### src/rtl/mrp_defs.svh
// Function
// - An instruction may drop the processor from privileged into user mode any time; the code ignores i_go_user in a cycle that takes a fault or an entry.
// - Privileged mode is re-entered only through legal entries, legal interrupt vectors or faults.
// - User-mode illegal transfers or external control operations fault at once.
// - Privileged mode imposes no restriction on register writes; I/O start and external control still need the control role.
// - User-mode addresses get the relocation base added at execution time.
// - Relocation register holds a size field counting 1024-word blocks.
// - A relocated user reference outside the region faults instead of accessing memory.
// - Relocation register writes from user mode are rejected as mode violations.
// - Privileged references bypass relocation and are absolute over the whole range.
// - A 24-bit interval timer decrements by one every 16 microseconds.
// - Timer reaching zero requests an interrupt and keeps counting down.
// - The timer interrupt is held off while in privileged mode.
// - Loading the interval timer is allowed only in privileged mode.
// - Exactly one processor holds the control role; others work under it.
// - A non-control processor may not control the system or start I/O.
// - Each fault fetches the instruction pair at its fixed reserved location.
// - Mode violations are reported through the non-maskable command fault.
// - Relocated absolute addresses span up to 262,144 words.
`ifndef MRP_DEFS_SVH
`define MRP_DEFS_SVH

`define MRP_ADDR_W 18
`define MRP_SPACE_WORDS 262144
`define MRP_BLK_SHIFT 10
`define MRP_SIZE_W 9
`define MRP_TIMER_W 24
`define MRP_TICK_US 16
`define MRP_CLK_KHZ 20000
`define MRP_TICK_CYC ((`MRP_TICK_US * `MRP_CLK_KHZ) / 1000)

`define MRP_OFS_STATUS 12'h000
`define MRP_OFS_RELOC 12'h004
`define MRP_OFS_TIMER 12'h008
`define MRP_OFS_ENTRY 12'h00c

`define MRP_RELOC_BASE_LSB 0
`define MRP_RELOC_SIZE_LSB 18
`define MRP_ENTRY_BASE_LSB 0
`define MRP_ENTRY_CNT_LSB 18
`define MRP_ENTRY_CNT_W 8

`define MRP_FAULT_BASE 18'h00000
`define MRP_RELOC_RST 32'h0000_0000
`define MRP_TIMER_RST 24'hff_ffff
`define MRP_ENTRY_RST 32'h0040_0040

`endif

### src/rtl/mrp_pkg.sv
package mrp_pkg;

    typedef enum logic
    {
        MRP_PRIV = 1'b0,
        MRP_USER = 1'b1
    } mrp_mode_t;

    typedef enum logic [1:0]
    {
        MRP_F_NONE = 2'h0,
        MRP_F_BOUNDS = 2'h1,
        MRP_F_COMMAND = 2'h2,
        MRP_F_TIMER = 2'h3
    } mrp_fault_t;

endpackage

### src/rtl/mrp_core.sv
`timescale 1ns/1ps
`include "mrp_defs.svh"

module mrp_core #(
    parameter int ADDR_W = `MRP_ADDR_W,
    parameter int TIMER_W = `MRP_TIMER_W,
    parameter int TICK_CYC = `MRP_TICK_CYC
) (
    input wire logic i_clk_sys,
    input wire logic i_arst_n,
    // APB slave
    input wire logic i_psel,
    input wire logic i_penable,
    input wire logic i_pwrite,
    input wire logic [11:0] i_paddr,
    input wire logic [31:0] i_pwdata,
    output logic [31:0] o_prdata,
    output logic o_pready,
    output logic o_pslverr,
    // Processor side
    input wire logic i_role_ctrl,
    input wire logic i_go_user,
    input wire logic i_sys_call,
    input wire logic [7:0] i_sys_target,
    input wire logic i_irq_valid,
    input wire logic [7:0] i_irq_vector,
    input wire logic i_ext_ctrl,
    input wire logic i_io_start,
    input wire logic i_ref_valid,
    input wire logic i_ref_write,
    input wire logic [ADDR_W-1:0] i_ref_addr,
    // Memory and system side
    output logic o_mem_req,
    output logic o_mem_write,
    output logic [ADDR_W-1:0] o_mem_addr,
    output logic o_io_grant,
    output logic o_ext_grant,
    output logic o_fetch_valid,
    output logic o_fetch_fault,
    output logic [ADDR_W-1:0] o_fetch_addr,
    output logic [1:0] o_fault_code,
    output logic o_mode_user,
    output logic o_timer_pend
);

    // =========================================================
    // Elaboration checks
    // =========================================================
    if (ADDR_W != `MRP_ADDR_W)
    begin : g_chk_addr
        $error("mrp_core: address width must match the 262144-word space");
    end
    if (TIMER_W < 2 || TIMER_W > 32)
    begin : g_chk_timer
        $error("mrp_core: timer width out of range");
    end
    if (TICK_CYC < 1)
    begin : g_chk_tick
        $error("mrp_core: tick count must be at least one cycle");
    end

    localparam int TICK_W = (TICK_CYC > 1) ? $clog2(TICK_CYC) : 1;
    localparam logic [TICK_W-1:0] TICK_LAST = TICK_W'(TICK_CYC - 1);
    localparam int CNT_W = `MRP_ENTRY_CNT_W;

    // =========================================================
    // State
    // =========================================================
    mrp_pkg::mrp_mode_t mode_q;
    mrp_pkg::mrp_mode_t mode_d;
    logic [ADDR_W-1:0] reloc_base_q;
    logic [`MRP_SIZE_W-1:0] reloc_size_q;
    logic [ADDR_W-1:0] entry_base_q;
    logic [CNT_W-1:0] entry_cnt_q;
    logic [TIMER_W-1:0] timer_q;
    logic [TICK_W-1:0] tick_q;
    logic pend_q;
    logic [1:0] last_fault_q;
    logic role_q;

    // =========================================================
    // APB decode
    // =========================================================
    wire is_user = (mode_q == mrp_pkg::MRP_USER);
    wire is_priv = ~is_user;
    wire apb_setup = i_psel & ~i_penable;
    wire apb_acc = i_psel & i_penable;
    wire hit_status = (i_paddr == `MRP_OFS_STATUS);
    wire hit_reloc = (i_paddr == `MRP_OFS_RELOC);
    wire hit_timer = (i_paddr == `MRP_OFS_TIMER);
    wire hit_entry = (i_paddr == `MRP_OFS_ENTRY);
    wire hit_any = hit_status | hit_reloc | hit_timer | hit_entry;
    wire hit_prot = hit_reloc | hit_timer | hit_entry;
    wire wr_acc = apb_acc & i_pwrite;
    wire wr_denied = wr_acc & hit_prot & is_user;
    wire wr_ok = wr_acc & hit_prot & is_priv;
    wire wr_reloc = wr_ok & hit_reloc;
    wire wr_timer = wr_ok & hit_timer;
    wire wr_entry = wr_ok & hit_entry;

    assign o_pready = 1'b1;
    assign o_pslverr = apb_acc & (~hit_any | wr_denied);

    wire [31:0] rd_status = {26'h0, last_fault_q, pend_q, role_q, 1'b0, is_user};
    wire [31:0] rd_reloc = {5'h0, reloc_size_q, reloc_base_q};
    wire [31:0] rd_timer = 32'(timer_q);
    wire [31:0] rd_entry = {6'h0, entry_cnt_q, entry_base_q};
    wire [31:0] rd_sel = hit_status ? rd_status :
                         hit_reloc ? rd_reloc :
                         hit_timer ? rd_timer :
                         hit_entry ? rd_entry : 32'h0;

    // =========================================================
    // Timer tick divider
    // =========================================================
    wire tick = (tick_q == TICK_LAST);
    wire [TICK_W-1:0] tick_d = tick ? '0 : tick_q + TICK_W'(1);
    wire [TIMER_W-1:0] timer_dec = timer_q - TIMER_W'(1);
    wire timer_zero = tick & (timer_q == TIMER_W'(1));
    wire [TIMER_W-1:0] timer_d = wr_timer ? i_pwdata[TIMER_W-1:0] :
                                 tick ? timer_dec : timer_q;

    // =========================================================
    // Relocation and bounds
    // =========================================================
    wire [ADDR_W:0] limit = {reloc_size_q, {`MRP_BLK_SHIFT{1'b0}}};
    wire [ADDR_W:0] abs_sum = {1'b0, i_ref_addr} + {1'b0, reloc_base_q};
    wire rel_over = ({1'b0, i_ref_addr} >= limit);
    wire abs_over = abs_sum[ADDR_W];
    wire ref_oob = i_ref_valid & is_user & (rel_over | abs_over);
    wire [ADDR_W-1:0] ref_abs = is_user ? abs_sum[ADDR_W-1:0] : i_ref_addr;

    // =========================================================
    // Entries and command faults
    // =========================================================
    wire call_legal = (i_sys_target < entry_cnt_q);
    wire irq_legal = (i_irq_vector < entry_cnt_q);
    wire call_bad = i_sys_call & is_user & ~call_legal;
    wire irq_take = i_irq_valid & irq_legal;
    wire ctrl_ok = is_priv & role_q;
    wire ext_bad = i_ext_ctrl & ~ctrl_ok;
    wire io_bad = i_io_start & ~ctrl_ok;
    wire cmd_flt = call_bad | ext_bad | io_bad | wr_denied;
    wire tmr_flt = is_user & (pend_q | timer_zero);
    wire flt_any = ref_oob | cmd_flt | tmr_flt;
    wire ref_go = i_ref_valid & ~ref_oob & ~flt_any;

    wire [1:0] flt_code = ref_oob ? 2'(mrp_pkg::MRP_F_BOUNDS) :
                          cmd_flt ? 2'(mrp_pkg::MRP_F_COMMAND) :
                          tmr_flt ? 2'(mrp_pkg::MRP_F_TIMER) :
                          2'(mrp_pkg::MRP_F_NONE);
    wire [ADDR_W-1:0] flt_addr = `MRP_FAULT_BASE + ADDR_W'({flt_code, 1'b0});
    wire call_go = i_sys_call & (is_priv | call_legal);
    wire [ADDR_W-1:0] call_addr = entry_base_q + ADDR_W'(i_sys_target);
    wire [ADDR_W-1:0] irq_addr = entry_base_q + ADDR_W'(i_irq_vector);
    wire entry_go = ~flt_any & (irq_take | call_go);
    wire [ADDR_W-1:0] entry_addr = irq_take ? irq_addr : call_addr;

    // Fault clears the pending timer request only when taken as a timer fault
    wire pend_clr = flt_any & ~ref_oob & ~cmd_flt;
    wire pend_d = timer_zero | (pend_q & ~pend_clr);

    // =========================================================
    // Mode next state
    // =========================================================
    always_comb
    begin
        mode_d = mode_q;
        case (mode_q)
            mrp_pkg::MRP_PRIV:
            begin
                if (i_go_user & ~flt_any & ~entry_go)
                begin
                    mode_d = mrp_pkg::MRP_USER;
                end
            end
            mrp_pkg::MRP_USER:
            begin
                if (flt_any | entry_go)
                begin
                    mode_d = mrp_pkg::MRP_PRIV;
                end
            end
            default:
            begin
                mode_d = mrp_pkg::MRP_PRIV;
            end
        endcase
    end

    // =========================================================
    // Registers
    // =========================================================
    always_ff @(posedge i_clk_sys or negedge i_arst_n)
    begin
        if (!i_arst_n)
        begin
            mode_q <= mrp_pkg::MRP_PRIV;
            tick_q <= '0;
            timer_q <= TIMER_W'(`MRP_TIMER_RST);
            pend_q <= 1'b0;
        end
        else
        begin
            mode_q <= mode_d;
            tick_q <= tick_d;
            timer_q <= timer_d;
            pend_q <= pend_d;
        end
    end

    always_ff @(posedge i_clk_sys or negedge i_arst_n)
    begin
        if (!i_arst_n)
        begin
            reloc_base_q <= ADDR_W'(`MRP_RELOC_RST);
            reloc_size_q <= '0;
            entry_base_q <= ADDR_W'(`MRP_ENTRY_RST);
            entry_cnt_q <= CNT_W'(`MRP_ENTRY_RST >> `MRP_ENTRY_CNT_LSB);
        end
        else
        begin
            if (wr_reloc)
            begin
                reloc_base_q <= i_pwdata[`MRP_RELOC_BASE_LSB +: ADDR_W];
                reloc_size_q <= i_pwdata[`MRP_RELOC_SIZE_LSB +: `MRP_SIZE_W];
            end
            if (wr_entry)
            begin
                entry_base_q <= i_pwdata[`MRP_ENTRY_BASE_LSB +: ADDR_W];
                entry_cnt_q <= i_pwdata[`MRP_ENTRY_CNT_LSB +: CNT_W];
            end
        end
    end

    // Role strap registered every cycle after reset release
    always_ff @(posedge i_clk_sys or negedge i_arst_n)
    begin
        if (!i_arst_n)
        begin
            role_q <= 1'b0;
        end
        else
        begin
            role_q <= i_role_ctrl;
        end
    end

    always_ff @(posedge i_clk_sys or negedge i_arst_n)
    begin
        if (!i_arst_n)
        begin
            o_prdata <= '0;
            o_mem_req <= 1'b0;
            o_mem_write <= 1'b0;
            o_mem_addr <= '0;
            o_io_grant <= 1'b0;
            o_ext_grant <= 1'b0;
        end
        else
        begin
            if (apb_setup)
            begin
                o_prdata <= rd_sel;
            end
            o_mem_req <= ref_go;
            o_mem_write <= i_ref_write & ref_go;
            o_mem_addr <= ref_go ? ref_abs : o_mem_addr;
            o_io_grant <= i_io_start & ctrl_ok & ~flt_any;
            o_ext_grant <= i_ext_ctrl & ctrl_ok & ~flt_any;
        end
    end

    always_ff @(posedge i_clk_sys or negedge i_arst_n)
    begin
        if (!i_arst_n)
        begin
            o_fetch_valid <= 1'b0;
            o_fetch_fault <= 1'b0;
            o_fetch_addr <= '0;
            o_fault_code <= 2'h0;
            last_fault_q <= 2'h0;
        end
        else
        begin
            o_fetch_valid <= flt_any | entry_go;
            o_fetch_fault <= flt_any;
            o_fetch_addr <= flt_any ? flt_addr : entry_go ? entry_addr : o_fetch_addr;
            o_fault_code <= flt_code;
            if (flt_any)
            begin
                last_fault_q <= flt_code;
            end
        end
    end

    assign o_mode_user = is_user;
    assign o_timer_pend = pend_q;

endmodule

### config.mk
export PLATFORM = sky130hd
export DESIGN_NAME = mrp_core
export DESIGN_NICKNAME = d
export VERILOG_FILES = /design/src/rtl/mrp_pkg.sv /design/src/rtl/mrp_core.sv
export VERILOG_INCLUDE_DIRS = /design/src /design/src/rtl
export SDC_FILE = /design/constraint.sdc
export NUM_CORES = 1
export LEC_CHECK = 0
export ABC_CLOCK_PERIOD_IN_PS = 3400
export BUFFER_PORTS_ARGS = -buffer_cell sky130_fd_sc_hd__buf_2
export CAP_MARGIN = 20
export CORE_ASPECT_RATIO = 0.75
export CORE_MARGIN = 5
export CORE_UTILIZATION = 51
export CTS_CLUSTER_DIAMETER = 80
export DETAILED_ROUTE_END_ITERATION = 12
export HOLD_SLACK_MARGIN = 0.08
export PLACE_DENSITY = 0.77
export SYNTH_ARGS = -nofsm -noshare
export SYNTH_HDL_FRONTEND = slang
export SYNTH_SLANG_ARGS = --single-unit
### constraint.sdc
create_clock -name i_clk_sys -period 3.4 [get_ports i_clk_sys]
set_input_delay 0.51 -clock i_clk_sys [delete_from_list [all_inputs] [get_ports i_clk_sys]]
set_output_delay 0.51 -clock i_clk_sys [all_outputs]
set_load 0.01 [all_outputs]
# Word-level counts from Yosys, hierarchy flattened
# Cells that the tools add are included.
# Widths: inputs -> output; s select.
[totals] regBits=167 in_bits=91 out_inout_bits=80 wordCells=114
[classes] add_sub_neg=5 order_cmp=3 n_eq_ne=5 mux=17 bitwise=61 reduce_logical=3
[ops] op="$mux 18" n=4
[ops] op="$mux 27" n=2
[ops] op="$mux 26" n=2
[ops] op="$mux 24" n=2
[ops] op="$add 18x8->18" n=2
[ops] op="$and 1x1->1" n=34
[ops] op="$eq 12x4->1 const B" n=2
[ops] op="$eq 24x1->1 const B" n=1
[ops] op="$sub 24x1->24 const B" n=1
[ops] op="$add 18x18->19" n=1
[ops] op="$ge 18x19->1" n=1
[ops] op="$or 1x1->1" n=17
[ops] op="$lt 8x8->1" n=2
[ops] op="$eq 12x3->1 const B" n=1
[ops] op="$logic_not 12->1" n=1
[ops] op="$not 1->1" n=10
[ops] op="$add 9x1->9 const B" n=1
[ops] op="$eq 9x9->1 const B" n=1
[ops] op="$mux 9" n=1
[ops] op="$mux 2" n=3
[ops] op="$reduce_bool 2->1" n=2
[ops] op="$mux 1" n=2
[ops] op="$pmux 1 s2" n=1

# Depth between registers and ports, before layout
# Gate-level depths: netlist of run 1.
[depth] ltp_word=15 depth_mapped=18 depth_no_buf=17

# Worst setup path before layout of run 1
# OpenSTA, ideal clock, no wires.
[synth_path] path_kind="register to register" from="register entry_cnt_q[4]" to="register o_fetch_addr[16]" arrival_ns=3.559 t_required_ns=3.306 slack_ns=-0.253 stages_incl_launch_ff=18 path_cell_list="dfstp_2 inv_1 ha_1 and2_1 o21ai_0 o21ai_0 or2_2 clkbuf_1 mux2_2 ha_1 inv_1 fa_1 nand3b_1 a21oi_1 o2111ai_1 nor2_1 xnor2_1 a211oi_1"
[synth_via] elab_chain_cells=11 elab_cells_between_ends=19
[synth_rtl] element="from (decl)" line="mrp_core.sv:74" source="logic [CNT_W-1:0] entry_cnt_q;"
[synth_rtl] element="from (signal assigned)" line="mrp_core.sv:219" source="entry_cnt_q <= CNT_W'(`MRP_ENTRY_RST >> `MRP_ENTRY_CNT_LSB);"
[synth_rtl] element="from (signal assigned)" line="mrp_core.sv:231" source="entry_cnt_q <= i_pwdata[`MRP_ENTRY_CNT_LSB +: CNT_W];"
[synth_rtl] element="$lt 8x8->1" line="mrp_core.sv:136" source="wire call_legal = (i_sys_target < entry_cnt_q);"
[synth_rtl] element="$not 1->1" line="mrp_core.sv:138" source="wire call_bad = i_sys_call & is_user & ~call_legal;"
[synth_rtl] element="$and 1x1->1" line="mrp_core.sv:138"
[synth_rtl] element="$or 1x1->1 (3 in a row)" line="mrp_core.sv:143" source="wire cmd_flt = call_bad | ext_bad | io_bad | wr_denied;"
[synth_rtl] element="$or 1x1->1 (2 in a row)" line="mrp_core.sv:145" source="wire flt_any = ref_oob | cmd_flt | tmr_flt;"
[synth_rtl] element="$not 1->1" line="mrp_core.sv:156" source="wire entry_go = ~flt_any & (irq_take | call_go);"
[synth_rtl] element="$and 1x1->1" line="mrp_core.sv:156"
[synth_rtl] element="$reduce_bool 2->1 (no source line)"
[synth_rtl] element="to (signal assigned)" line="mrp_core.sv:288" source="o_fetch_addr <= flt_any ? flt_addr : entry_go ? entry_addr : o_fetch_addr;"
[synth_rtl] element="to (decl)" line="mrp_core.sv:40" source="output logic [ADDR_W-1:0] o_fetch_addr,"
# Several ways; a longest one is shown, not always the timed one. The select of a mux whose other input is x is not followed.
# A chain may end at the register's enable or synchronous reset.

# Worst setup path after layout of run 1
[layout_path] from="register entry_cnt_q[4]" to="register o_fetch_addr[12]"
# The elaborated chain is that of the path after synthesis.

==> results_dict.tcl, run 1 <==
set metrics [dict create \
    cp_data_arrival_time_ns 3.76 \
    worst_slew_pin_slew_ns 1.005 \
    yosysTopAreaCell "dfrtp_1" \
    min-delay-start "i_role_ctrl" \
    drive_gt1_share_pct 37.31 \
    synth_edf_count 0 \
    cts_sinks 162 \
    outcome "finished, violations left" \
    remaining_drc_errors 0 \
    cp_slowest_cell "dfstp_2" \
    hold_end "role_q" \
    synth_area_leaders "dfrtp_1, mux2_2, dfstp_2" \
    viasPerCell 5.893 \
    cts_inserted_buffers 17 \
    synthArstFlopShare_pct 100.0 \
    fin_crit_ns 3.448 \
    overflow 0 \
    finalMaxSlewViolations 0 \
    path_buf_inv 2 \
    cellLeakagePower_nw 5.551 \
    rsz0062_at_grt "yes" \
    ant_nets 0 \
    antenna_found_initial 4 \
    finalHoldViolCount 0 \
    dpl.hpwl_mm 21.00 \
    crit_type "flip-flop to flip-flop" \
    final_cells 1379 \
    die_w_um 169.0 \
    maxCapViolCount 0 \
    boundaryPins 171 \
    finalCritPeriodShare_pct 101.4 \
    grt_pass1_vias 7715 \
    power_density_mw_per_mm2 392.7 \
    synth_area_mm2 0.009674 \
    critPathMaxStageDelay_ns 0.55 \
    critPathMaxFanout 7 \
    cts_tree "yes" \
    cp_top_family "simple AND/OR/NAND/NOR gates" \
    setup_viol 3 \
    insertion_delay_ns 0.44 \
    placed_cells 1341 \
    r2r-end "o_fetch_addr[12]" \
    hold_depth 1 \
    path_clk_slew_ns 0.07 \
    ys_ff_latch 162 \
    die_area_mm2 0.02185 \
    yosysWarnings 0 \
    grt_max_degree 74 \
    place.gp.congestion 0.9388 \
    grt_usage_pct 25.33 \
    use_met2_pct 38.82 \
    busiest_layer "met2" \
    initial_core_util_pct 52.12 \
    first_iter_violations 815 \
    synth_most_common_cell "dfrtp_1" \
    yosysTopAreaCellShare_pct 35.18 \
    met3_usage_pct 6.953 \
    r2r_start "entry_cnt_q[4]" \
    core_mm2 0.01856 \
    synthFlopType "dfrtp_1" \
    num_rows 43 \
    fin_nets 1263 \
    seq_area_frac_synth_pct 42.24 \
    drtPass1Iterations 5 \
    post-route-util_pct 63.36 \
    root_buffer "clkbuf_16" \
    path_cells "inv_2, ha_4, and2_4, o21ai_2, o21ai_2, or2_4, mux2_4, ha_4, inv_2, fa_2, nand3b_1, a21oi_4, o2111ai_4, nor2_2, xor2_1, mux2i_1, nor2_1" \
    setup_slack_ns -0.04797 \
    cts_buffer_depth 2 \
    hp-class "primary input to flip-flop" \
    start_kind "flip-flop" \
    rr_worst_depth 17 \
    die_h_um 129.3 \
    skew_ns 0.01581 \
    post_drt_wl_per_cell_um 20.30 \
    ys_types 73 \
    synthCells 938 \
    portBuffers 159 \
    end_kind "flip-flop" \
    fin_total_pwr_mw 4.619 \
    htreeDepth 4 \
    slew_headroom_pct 33.03 \
    areaGrowthSynthToFinish_pct 21.57 \
    num_vias 8126 \
    crit_required_ns 3.71 \
    synth_area_per_cell_um2 10.31 \
    met1_usage_pct 35.84 \
    synth_common_cells "dfrtp_1, nand2_1, mux2_2, nor2_1, o21ai_0" \
    routed_wirelength_mm 27.99 \
    fmax_mhz 290.0 \
    grt_first_pass_wirelength_mm 43.09 \
    violations "setup timing" \
    r2r_slack_ns -0.05 \
    ir_drop_mv 0.3248 \
]
## cell type report
class / instances / area [µm²]
multi-input cells: 696 / 5460
inverters: 34 / 127.6
flip-flops and latches: 162 / 4086
fillers: 1453 / 6800
clock inverters: 14 / 168.9
diodes: 1 / 2.502
clock buffers: 18 / 429.2
repair buffers: 207 / 1177
well taps: 247 / 309.0
## through the flow
stage               worst slack, ns  cell area (µm²)  hold WS [ns]  TNS [ns]
finish                     -0.04797            11760        0.1928  -0.09643
global route                -0.1999            11760        0.1807    -1.145
CTS                        -0.03114            11620        0.1890  -0.03808
detailed placement          -0.4086            10960        0.4636    -3.788
global placement            -0.2758            10960        0.4544    -2.439
floorplan                   0.01434             9766        0.2144         0
## cell families (layout without fill, tap and decap cells)
| logic type | count (synthesis) | after routing | share of synthesized area [%] |
|---|---|---|---|
| AND/OR/NAND/NOR | 263 | 263 | 13.52 |
| AO/OA/AOI/OAI | 203 | 203 | 13.66 |
| flip-flops | 162 | 162 | 42.24 |
| multiplexers | 117 | 117 | 14.63 |
| buffers and inverters | 84 | 273 | 3.945 |
| adder cells (fa/ha/maj) | 54 | 54 | 7.139 |
| XOR/XNOR | 53 | 53 | 4.798 |
| other | 2 | 7 | 0.07763 |
## report_power, final
part	total [mW]	internal (mW)	switching, mW
Clock	1.97	1.11	0.862
Combinational	0.616	0.274	0.341
Sequential	2.03	1.99	0.0374
Total	4.62	3.38	1.24
## flip-flops by register name, indices dropped and copies added (netlist names), 2 cells and up
register	cells
reloc_size_q	9
last_fault_q	2
tick_q	9
o_prdata	27
o_mem_addr	18
entry_base_q	18
o_fetch_addr	18
timer_q	24
entry_cnt_q	8
reloc_base_q	18
o_fault_code	2
## worst register-to-register path: cells and delay by family, from the launching register on
family | cells | cell delay (ns)
adder cells (fa/ha/maj) | 3 | 0.67
multiplexers | 2 | 0.38
AO/OA/AOI/OAI | 4 | 0.64
AND/OR/NAND/NOR | 5 | 0.92
flip-flops | 1 | 0.55
buffers and inverters | 2 | 0.09
XOR/XNOR | 1 | 0.08
## cell usage in the layout (no fill, tap or decap), types with 5 or more instances in the layout
cell type and instances:
a211oi_1 9, a211oi_2 6, a21o_1 8, a21oi_1 26, a22oi_1 20, and3_1 7
buf_2 158, buf_4 46, clkbuf_16 17, conb_1 6, dfrtp_1 136, dfstp_2 26
ha_1 45, ha_4 7, inv_1 29, inv_2 5, inv_6 6, mux2_2 77
mux2_4 20, mux2i_1 15, mux4_2 5, nand2_1 93, nand2b_1 8, nand3_1 17
nand4_1 9, nor2_1 57, nor3_1 14, nor4_1 6, o211ai_1 6, o21ai_0 49
o21ai_1 20, o21bai_1 6, o31ai_1 25, xnor2_1 34, xor2_1 18
## worst max path at each step
stage	to	startpoint	depth (start not counted)	slack [ns]
after floorplan	o_fetch_addr[9]	entry_cnt_q[4]	16	0.01
after global placement	o_fetch_addr[12]	i_irq_vector[1]	17	-0.28
after detailed placement	o_fetch_addr[16]	i_irq_vector[1]	16	-0.41
after CTS	o_fetch_addr[12]	entry_cnt_q[4]	17	-0.03
after global routing	o_fetch_addr[14]	entry_cnt_q[6]	16	-0.20
final	o_fetch_addr[12]	entry_cnt_q[4]	17	-0.05
## repair_timing
| action | in CTS | in global routing |
|---|---|---|
| setup buffers | 1 | 3 |
| setup endpoints to repair | 12 | 10 |
| hold buffers | 1 | 0 |
| endpoints found under the hold margin | 54 | 0 |
| pin swaps | 4 | 12 |
| gates resized for setup | 12 | 24 |
## routing by layer
metal	wire [µm]	share of wire, %
met1	12090	43
met2	12410	44
met3	2844	10
met4	590	2.1
met5	50	0.18
Note: power is estimated with default switching activity, not from simulation.
==> run 2, diff against run 1 <==
TNS_END_PERCENT = 20   (was default)
==> run 2 against run 1 <==
  * The flow still finishes with violations (setup timing)
  * Count of clock-buffer cells in the layout is 1 higher
  * Clock skew down 0.0056 ns
  * First-iteration DRC count shrank 1.7%
  * Die area did not move
  * Power down 0.37%
  * Sequential share of layout area hardly changed
  * Setup slack better by 0.039 ns
  * Final cell count increased by 0.22%
  * Clock power about the same
  * Largest cell class unchanged
  * Largest power group unchanged
  * Highest routed layer unchanged
==> results_dict.tcl, run 2 (same netlist as run 1, synthesis figures left out) <==
set metrics [dict create \
    critPathMaxFanout 6 \
    outcome "finished, violations left" \
    insertion_delay_ns 0.43 \
    cp_common_cell "ha_4" \
    num_vias 8036 \
    cp_top_family "compound AO/OA/AOI/OAI gates" \
    cp_slowest_cell "dfstp_2" \
    viasPerCell 5.815 \
    final_cell_mix "buf_2, dfrtp_1, nand2_1, mux2_2, nor2_1" \
    cts_buffer_depth 2 \
    final_cell_area_mm2 0.01176 \
    regArea_mm2 0.004086 \
    dpl.hpwl_mm 20.66 \
    fin_nets 1265 \
    cp_data_arrival_time_ns 3.74 \
    cts_sinks 162 \
    initial_core_util_pct 52.12 \
    drtPass1Iterations 4 \
    regMostFlops "o_prdata" \
    core_mm2 0.01856 \
    remaining_drc_errors 0 \
    multi_input_comb_area_mm2 0.005444 \
    p_clk_share_pct 42.6 \
    rsz0062_at_grt "yes" \
    areaGrowthSynthToFinish_pct 21.53 \
    overflow 0 \
    cellLeakagePower_nw 5.546 \
    hp-class "primary input to async pin" \
    hold_buffers 0 \
    drive_gt1_share_pct 36.63 \
    finalHoldViolCount 0 \
    num_rows 43 \
    grt_pass1_vias 7580 \
    swShare_pct 26.45 \
    path_buf_inv 2 \
    antenna_found_initial 4 \
    first_iter_violations 801 \
    setup_viol 1 \
    skew_ns 0.01019 \
    die_area_mm2 0.02185 \
    boundaryPins 171 \
    ant_nets 0 \
    worst_slew_pin_slew_ns 1.065 \
    largest_register_ffs 27 \
    crit_required_ns 3.73 \
    htreeDepth 4 \
    start_kind "flip-flop" \
    setup_slack_ns -0.009140 \
    routed_wirelength_mm 27.64 \
    p_int_mw 3.385 \
    ir_drop_mv 0.2662 \
    violations "setup timing" \
    grt_first_pass_wirelength_mm 42.36 \
    path_cells "inv_2, ha_4, and2_1, o21ai_1, o21ai_2, or2_4, mux2_4, ha_4, inv_1, fa_2, nand3b_1, a21oi_4, o2111ai_4, nor2_2, xnor2_1, a211oi_1" \
    seqPwrFrac_pct 44.2 \
    post_drt_wl_per_cell_um 20.00 \
    maxCapViolCount 0 \
    fmax_mhz 293.3 \
    root_buffer "clkbuf_16" \
    cts_tree "yes" \
    power_density_mw_per_mm2 391.4 \
    fin_crit_ns 3.409 \
    slew_headroom_pct 28.99 \
    grt_usage_pct 25.05 \
    portBuffers 159 \
    postPlaceCellArea_mm2 0.01099 \
    finalCritPeriodShare_pct 100.3 \
    critPathMaxStageDelay_ns 0.54 \
    place.gp.congestion 0.9029 \
    finalMaxSlewViolations 0 \
    crit_type "flip-flop to flip-flop" \
    end_kind "flip-flop" \
    final_common_cell "buf_2" \
    whs_ns 0.1521 \
    fillCellCount 1488 \
    die_w_um 169.0 \
    path_clk_slew_ns 0.07 \
    reg.largest.list "o_prdata: 27 flops, timer_q: 24 flops" \
    p_sw_mw 1.217 \
    cts_inserted_buffers 17 \
    grt_max_degree 93 \
    p_comb_share_pct 13.2 \
    die_h_um 129.3 \
]
## run 2: what timing repair did
item,in CTS,in global routing
setup buffers,2,0
pin swaps,5,5
setup endpoints to repair,12,12
resized for setup,12,18
## run 2: power by group through the flow
| stage | logic [mW] | registers [mW] | clock network [mW] |
|---|---|---|---|
| finish | 0.609 | 2.03 | 1.96 |
| global route | 0.660 | 2.04 | 2.07 |
| CTS | 0.599 | 2.03 | 1.97 |
| detailed placement | 0.589 | 2.07 | 0 |
| global placement | 0.581 | 2.07 | 0 |
| floorplan | 0.301 | 2.09 | 0 |
## run 2: cell type report
cell class,count,area share [%]
Sequential cell,162,34.76
Clock inverter,13,1.298
Tap cell,247,2.629
Antenna cell,2,0.04257
Multi-Input combinational cell,696,46.30
Clock buffer,19,3.767
Timing Repair Buffer,209,10.12
Inverter,34,1.085
## run 2: stage by stage
step / utilization, % / std cells / TNS, ns / power, mW / worst slack (ns)
3_3_place_gp: 59.22 / 1346 / -2.271 / 2.647 / -0.2487
5_1_grt: 63.33 / 1381 / -1.030 / 4.770 / -0.1467
2_1_floorplan: - / 942 / -0.03148 / 2.394 / -0.01859
3_5_place_dp: 59.22 / 1346 / -2.957 / 2.657 / -0.3305
6_report: 63.34 / 1382 / -0.009140 / 4.602 / -0.009140
4_1_cts: 62.90 / 1380 / 0 / 4.606 / 0.01132
## run 2: worst reg2reg max path, cell delays in order, from the launching register on
cell	delay (ns)
dfstp_2	0.54
inv_2	0.06
ha_4	0.21
and2_1	0.15
o21ai_1	0.14
o21ai_2	0.08
or2_4	0.30
mux2_4	0.22
ha_4	0.12
inv_1	0.05
fa_2	0.33
nand3b_1	0.23
a21oi_4	0.21
o2111ai_4	0.20
nor2_2	0.17
xnor2_1	0.07
a211oi_1	0.24
## run 2: final timing paths
kind | startpoint | slack, ns | end | cells past startpoint
setup / recovery | entry_cnt_q[4] | -0.009 | o_fetch_addr[14] | 16
hold / removal | i_arst_n | 0.15 | o_mem_write | 1
setup reg to reg | entry_cnt_q[4] | -0.009 | o_fetch_addr[14] | 16
hold reg to reg | o_prdata[7] | 0.48 | o_prdata[7] | 2
max in group asynchronous | i_arst_n | 2.35 | timer_q[6] | 2
min in group i_clk_sys | i_role_ctrl | 0.19 | role_q | 1
## run 2: routing by layer
| metal | global-route usage (%) | vias up | wire length (µm) |
|---|---|---|---|
| met5 | 0 | - | 38 |
| li1 | - | 3740 | - |
| met3 | 6.984 | 46 | 2587 |
| met4 | 6.578 | 6 | 502 |
| met1 | 36.46 | 3912 | 12580 |
| met2 | 37.22 | 332 | 11940 |
==> run 3, diff against run 2 <==
CORE_ASPECT_RATIO = 1.75   (was 0.75)
==> run 3 against run 2 <==
  * The run still ends with setup timing left
  * Clock skew rose by 0.0033 ns
  * Global-route usage rose by 0.12 points
  * Utilization fell by 0.44 points
  * Clock power fell by 3%
  * Setup slack got worse by 0.014 ns
  * Fmax fell by 0.41%
  * First-iteration DRC count fell by 46%
  * Flip-flop and latch count did not move
  * Non-clock buffer count rose by 1
  * Critical path depth rose by 1
  * Register-to-register slack barely moved
  * Critical path type unchanged
==> results_dict.tcl, run 3 (same netlist as run 1, synthesis figures left out) <==
set metrics [dict create \
    reg.largest.list "o_prdata: 27 flops, timer_q: 24 flops" \
    worst_slew_pin_slew_ns 0.9745 \
    htreeDepth 4 \
    p_clk_share_pct 42.0 \
    cellLeakagePower_nw 5.568 \
    dpl.hpwl_mm 20.63 \
    fin_nets 1266 \
    crit_required_ns 3.77 \
    skew_ns 0.01345 \
    areaGrowthSynthToFinish_pct 21.34 \
    fin_crit_ns 3.423 \
    finalHoldViolCount 0 \
    cp_data_arrival_time_ns 3.79 \
    p_comb_share_pct 13.3 \
    critPathMaxStageDelay_ns 0.56 \
    p_int_mw 3.255 \
    cts_sinks 162 \
    ant_nets 0 \
    root_buffer "clkbuf_16" \
    hold_buffers 0 \
    cts_buffer_depth 2 \
    rr_worst_depth 17 \
    portBuffers 159 \
    path_buf_inv 2 \
    met3_usage_pct 4.193 \
    outcome "finished, violations left" \
    drive_gt1_share_pct 37.13 \
    final_cell_area_mm2 0.01174 \
    maxCapViolCount 0 \
    final_cell_mix "buf_2, dfrtp_1, nand2_1, mux2_2, nor2_1" \
    grt_usage_pct 25.18 \
    initial_core_util_pct 51.84 \
    setup_slack_ns -0.02302 \
    met1_usage_pct 28.47 \
    die_area_mm2 0.02193 \
    grt_first_pass_wirelength_mm 42.73 \
    die_h_um 192.2 \
    cts_tree "yes" \
    worstSetupPathDepth 17 \
    crit_type "flip-flop to flip-flop" \
    post-route-util_pct 62.90 \
    start_kind "flip-flop" \
    slew_headroom_pct 35.03 \
    largest_register_ffs 27 \
    num_rows 66 \
    routed_wirelength_mm 27.38 \
    p_sw_mw 1.281 \
    setup_viol 3 \
    fillCellCount 1573 \
    grt_pass1_vias 8332 \
    post_drt_wl_per_cell_um 19.90 \
    postPlaceCellArea_mm2 0.01092 \
    r2r_start "entry_cnt_q[4]" \
    finalMaxSlewViolations 0 \
    final_common_cell "buf_2" \
    use_met2_pct 43.43 \
    violations "setup timing" \
    critPathMaxFanout 6 \
    cts_inserted_buffers 17 \
    overflow 0 \
    regMostFlops "o_prdata" \
    swShare_pct 28.24 \
    antenna_found_initial 4 \
    boundaryPins 171 \
    remaining_drc_errors 0 \
    place.gp.congestion 0.9320 \
    grt_max_degree 88 \
    seqPwrFrac_pct 44.8 \
    num_vias 7952 \
    first_iter_violations 434 \
    drtPass1Iterations 7 \
    cp_slowest_cell "dfstp_2" \
    end_kind "flip-flop" \
    fmax_mhz 292.1 \
    path_clk_slew_ns 0.08 \
    power_density_mw_per_mm2 386.4 \
    path_cells "inv_4, ha_4, and2_4, o21ai_2, o21ai_2, or2_4, mux2_4, ha_4, inv_2, fa_2, nand3b_1, a21oi_4, o2111ai_4, nor2_2, xor2_1, mux2i_1, nor2_1" \
    r2r_slack_ns -0.02 \
    ir_drop_mv 0.3088 \
    insertion_delay_ns 0.44 \
    core_mm2 0.01866 \
    r2r-end "o_fetch_addr[12]" \
    viasPerCell 5.779 \
    finalCritPeriodShare_pct 100.7 \
    die_w_um 114.1 \
    rsz0062_at_grt "yes" \
    cp_top_family "simple AND/OR/NAND/NOR gates" \
    hp-class "primary input to async pin" \
    busiest_layer "met2" \
]
[run 3: stage by stage]
step	hold slack (ns)	power, mW	instances	TNS, ns	worst slack, ns
3_3_place_gp	0.4578	2.641	1329	-2.659	-0.3449
4_1_cts	0.1782	4.567	1370	-0.03537	-0.03537
3_5_place_dp	0.4651	2.653	1329	-3.245	-0.3956
2_1_floorplan	0.2144	2.394	942	-0.03148	-0.01859
5_1_grt	0.1817	4.719	1376	-1.289	-0.2109
6_report	0.1066	4.535	1376	-0.03340	-0.02302
[run 3: per-layer routing]
layer	part of all wire [%]	wire [µm]
met1	37	10180
met2	52	14190
met3	5.0	1370
met4	6.0	1644
met5	0	0
[run 3: cell type report]
type | instances | area (µm²) | area share (%)
Sequential cell | 162 | 4086 | 34.81
Antenna cell | 4 | 10.01 | 0.08527
Clock buffer | 17 | 425.4 | 3.624
Tap cell | 238 | 297.8 | 2.537
Multi-Input combinational cell | 696 | 5435 | 46.30
Timing Repair Buffer | 210 | 1197 | 10.20
Inverter | 34 | 130.1 | 1.109
Clock inverter | 15 | 156.4 | 1.332
[run 3: repair_timing]
action                                  in CTS  in global routing
endpoints found under the hold margin        0                  0
pin swaps                                    9                 19
setup buffers                                9                  2
gates resized for setup                     13                 20
endpoints found under the setup margin      12                 16
[run 3: power by group through the flow]
stage | clock [mW] | combinational [mW] | sequential, mW
2_1_floorplan | 0 | 0.301 | 2.09
3_3_place_gp | 0 | 0.576 | 2.06
3_5_place_dp | 0 | 0.586 | 2.07
4_1_cts | 1.94 | 0.597 | 2.03
5_1_grt | 2.02 | 0.657 | 2.04
6_report | 1.90 | 0.601 | 2.03
[run 3: worst max-delay path by stage]
stage,startpoint,to
after floorplan,entry_cnt_q[4],o_fetch_addr[12]
after global placement,i_irq_vector[6],o_fetch_addr[12]
after detailed placement,i_irq_vector[6],o_fetch_addr[12]
after CTS,entry_cnt_q[4],o_fetch_addr[12]
after global routing,entry_cnt_q[4],o_fetch_addr[12]
final,entry_cnt_q[4],o_fetch_addr[12]
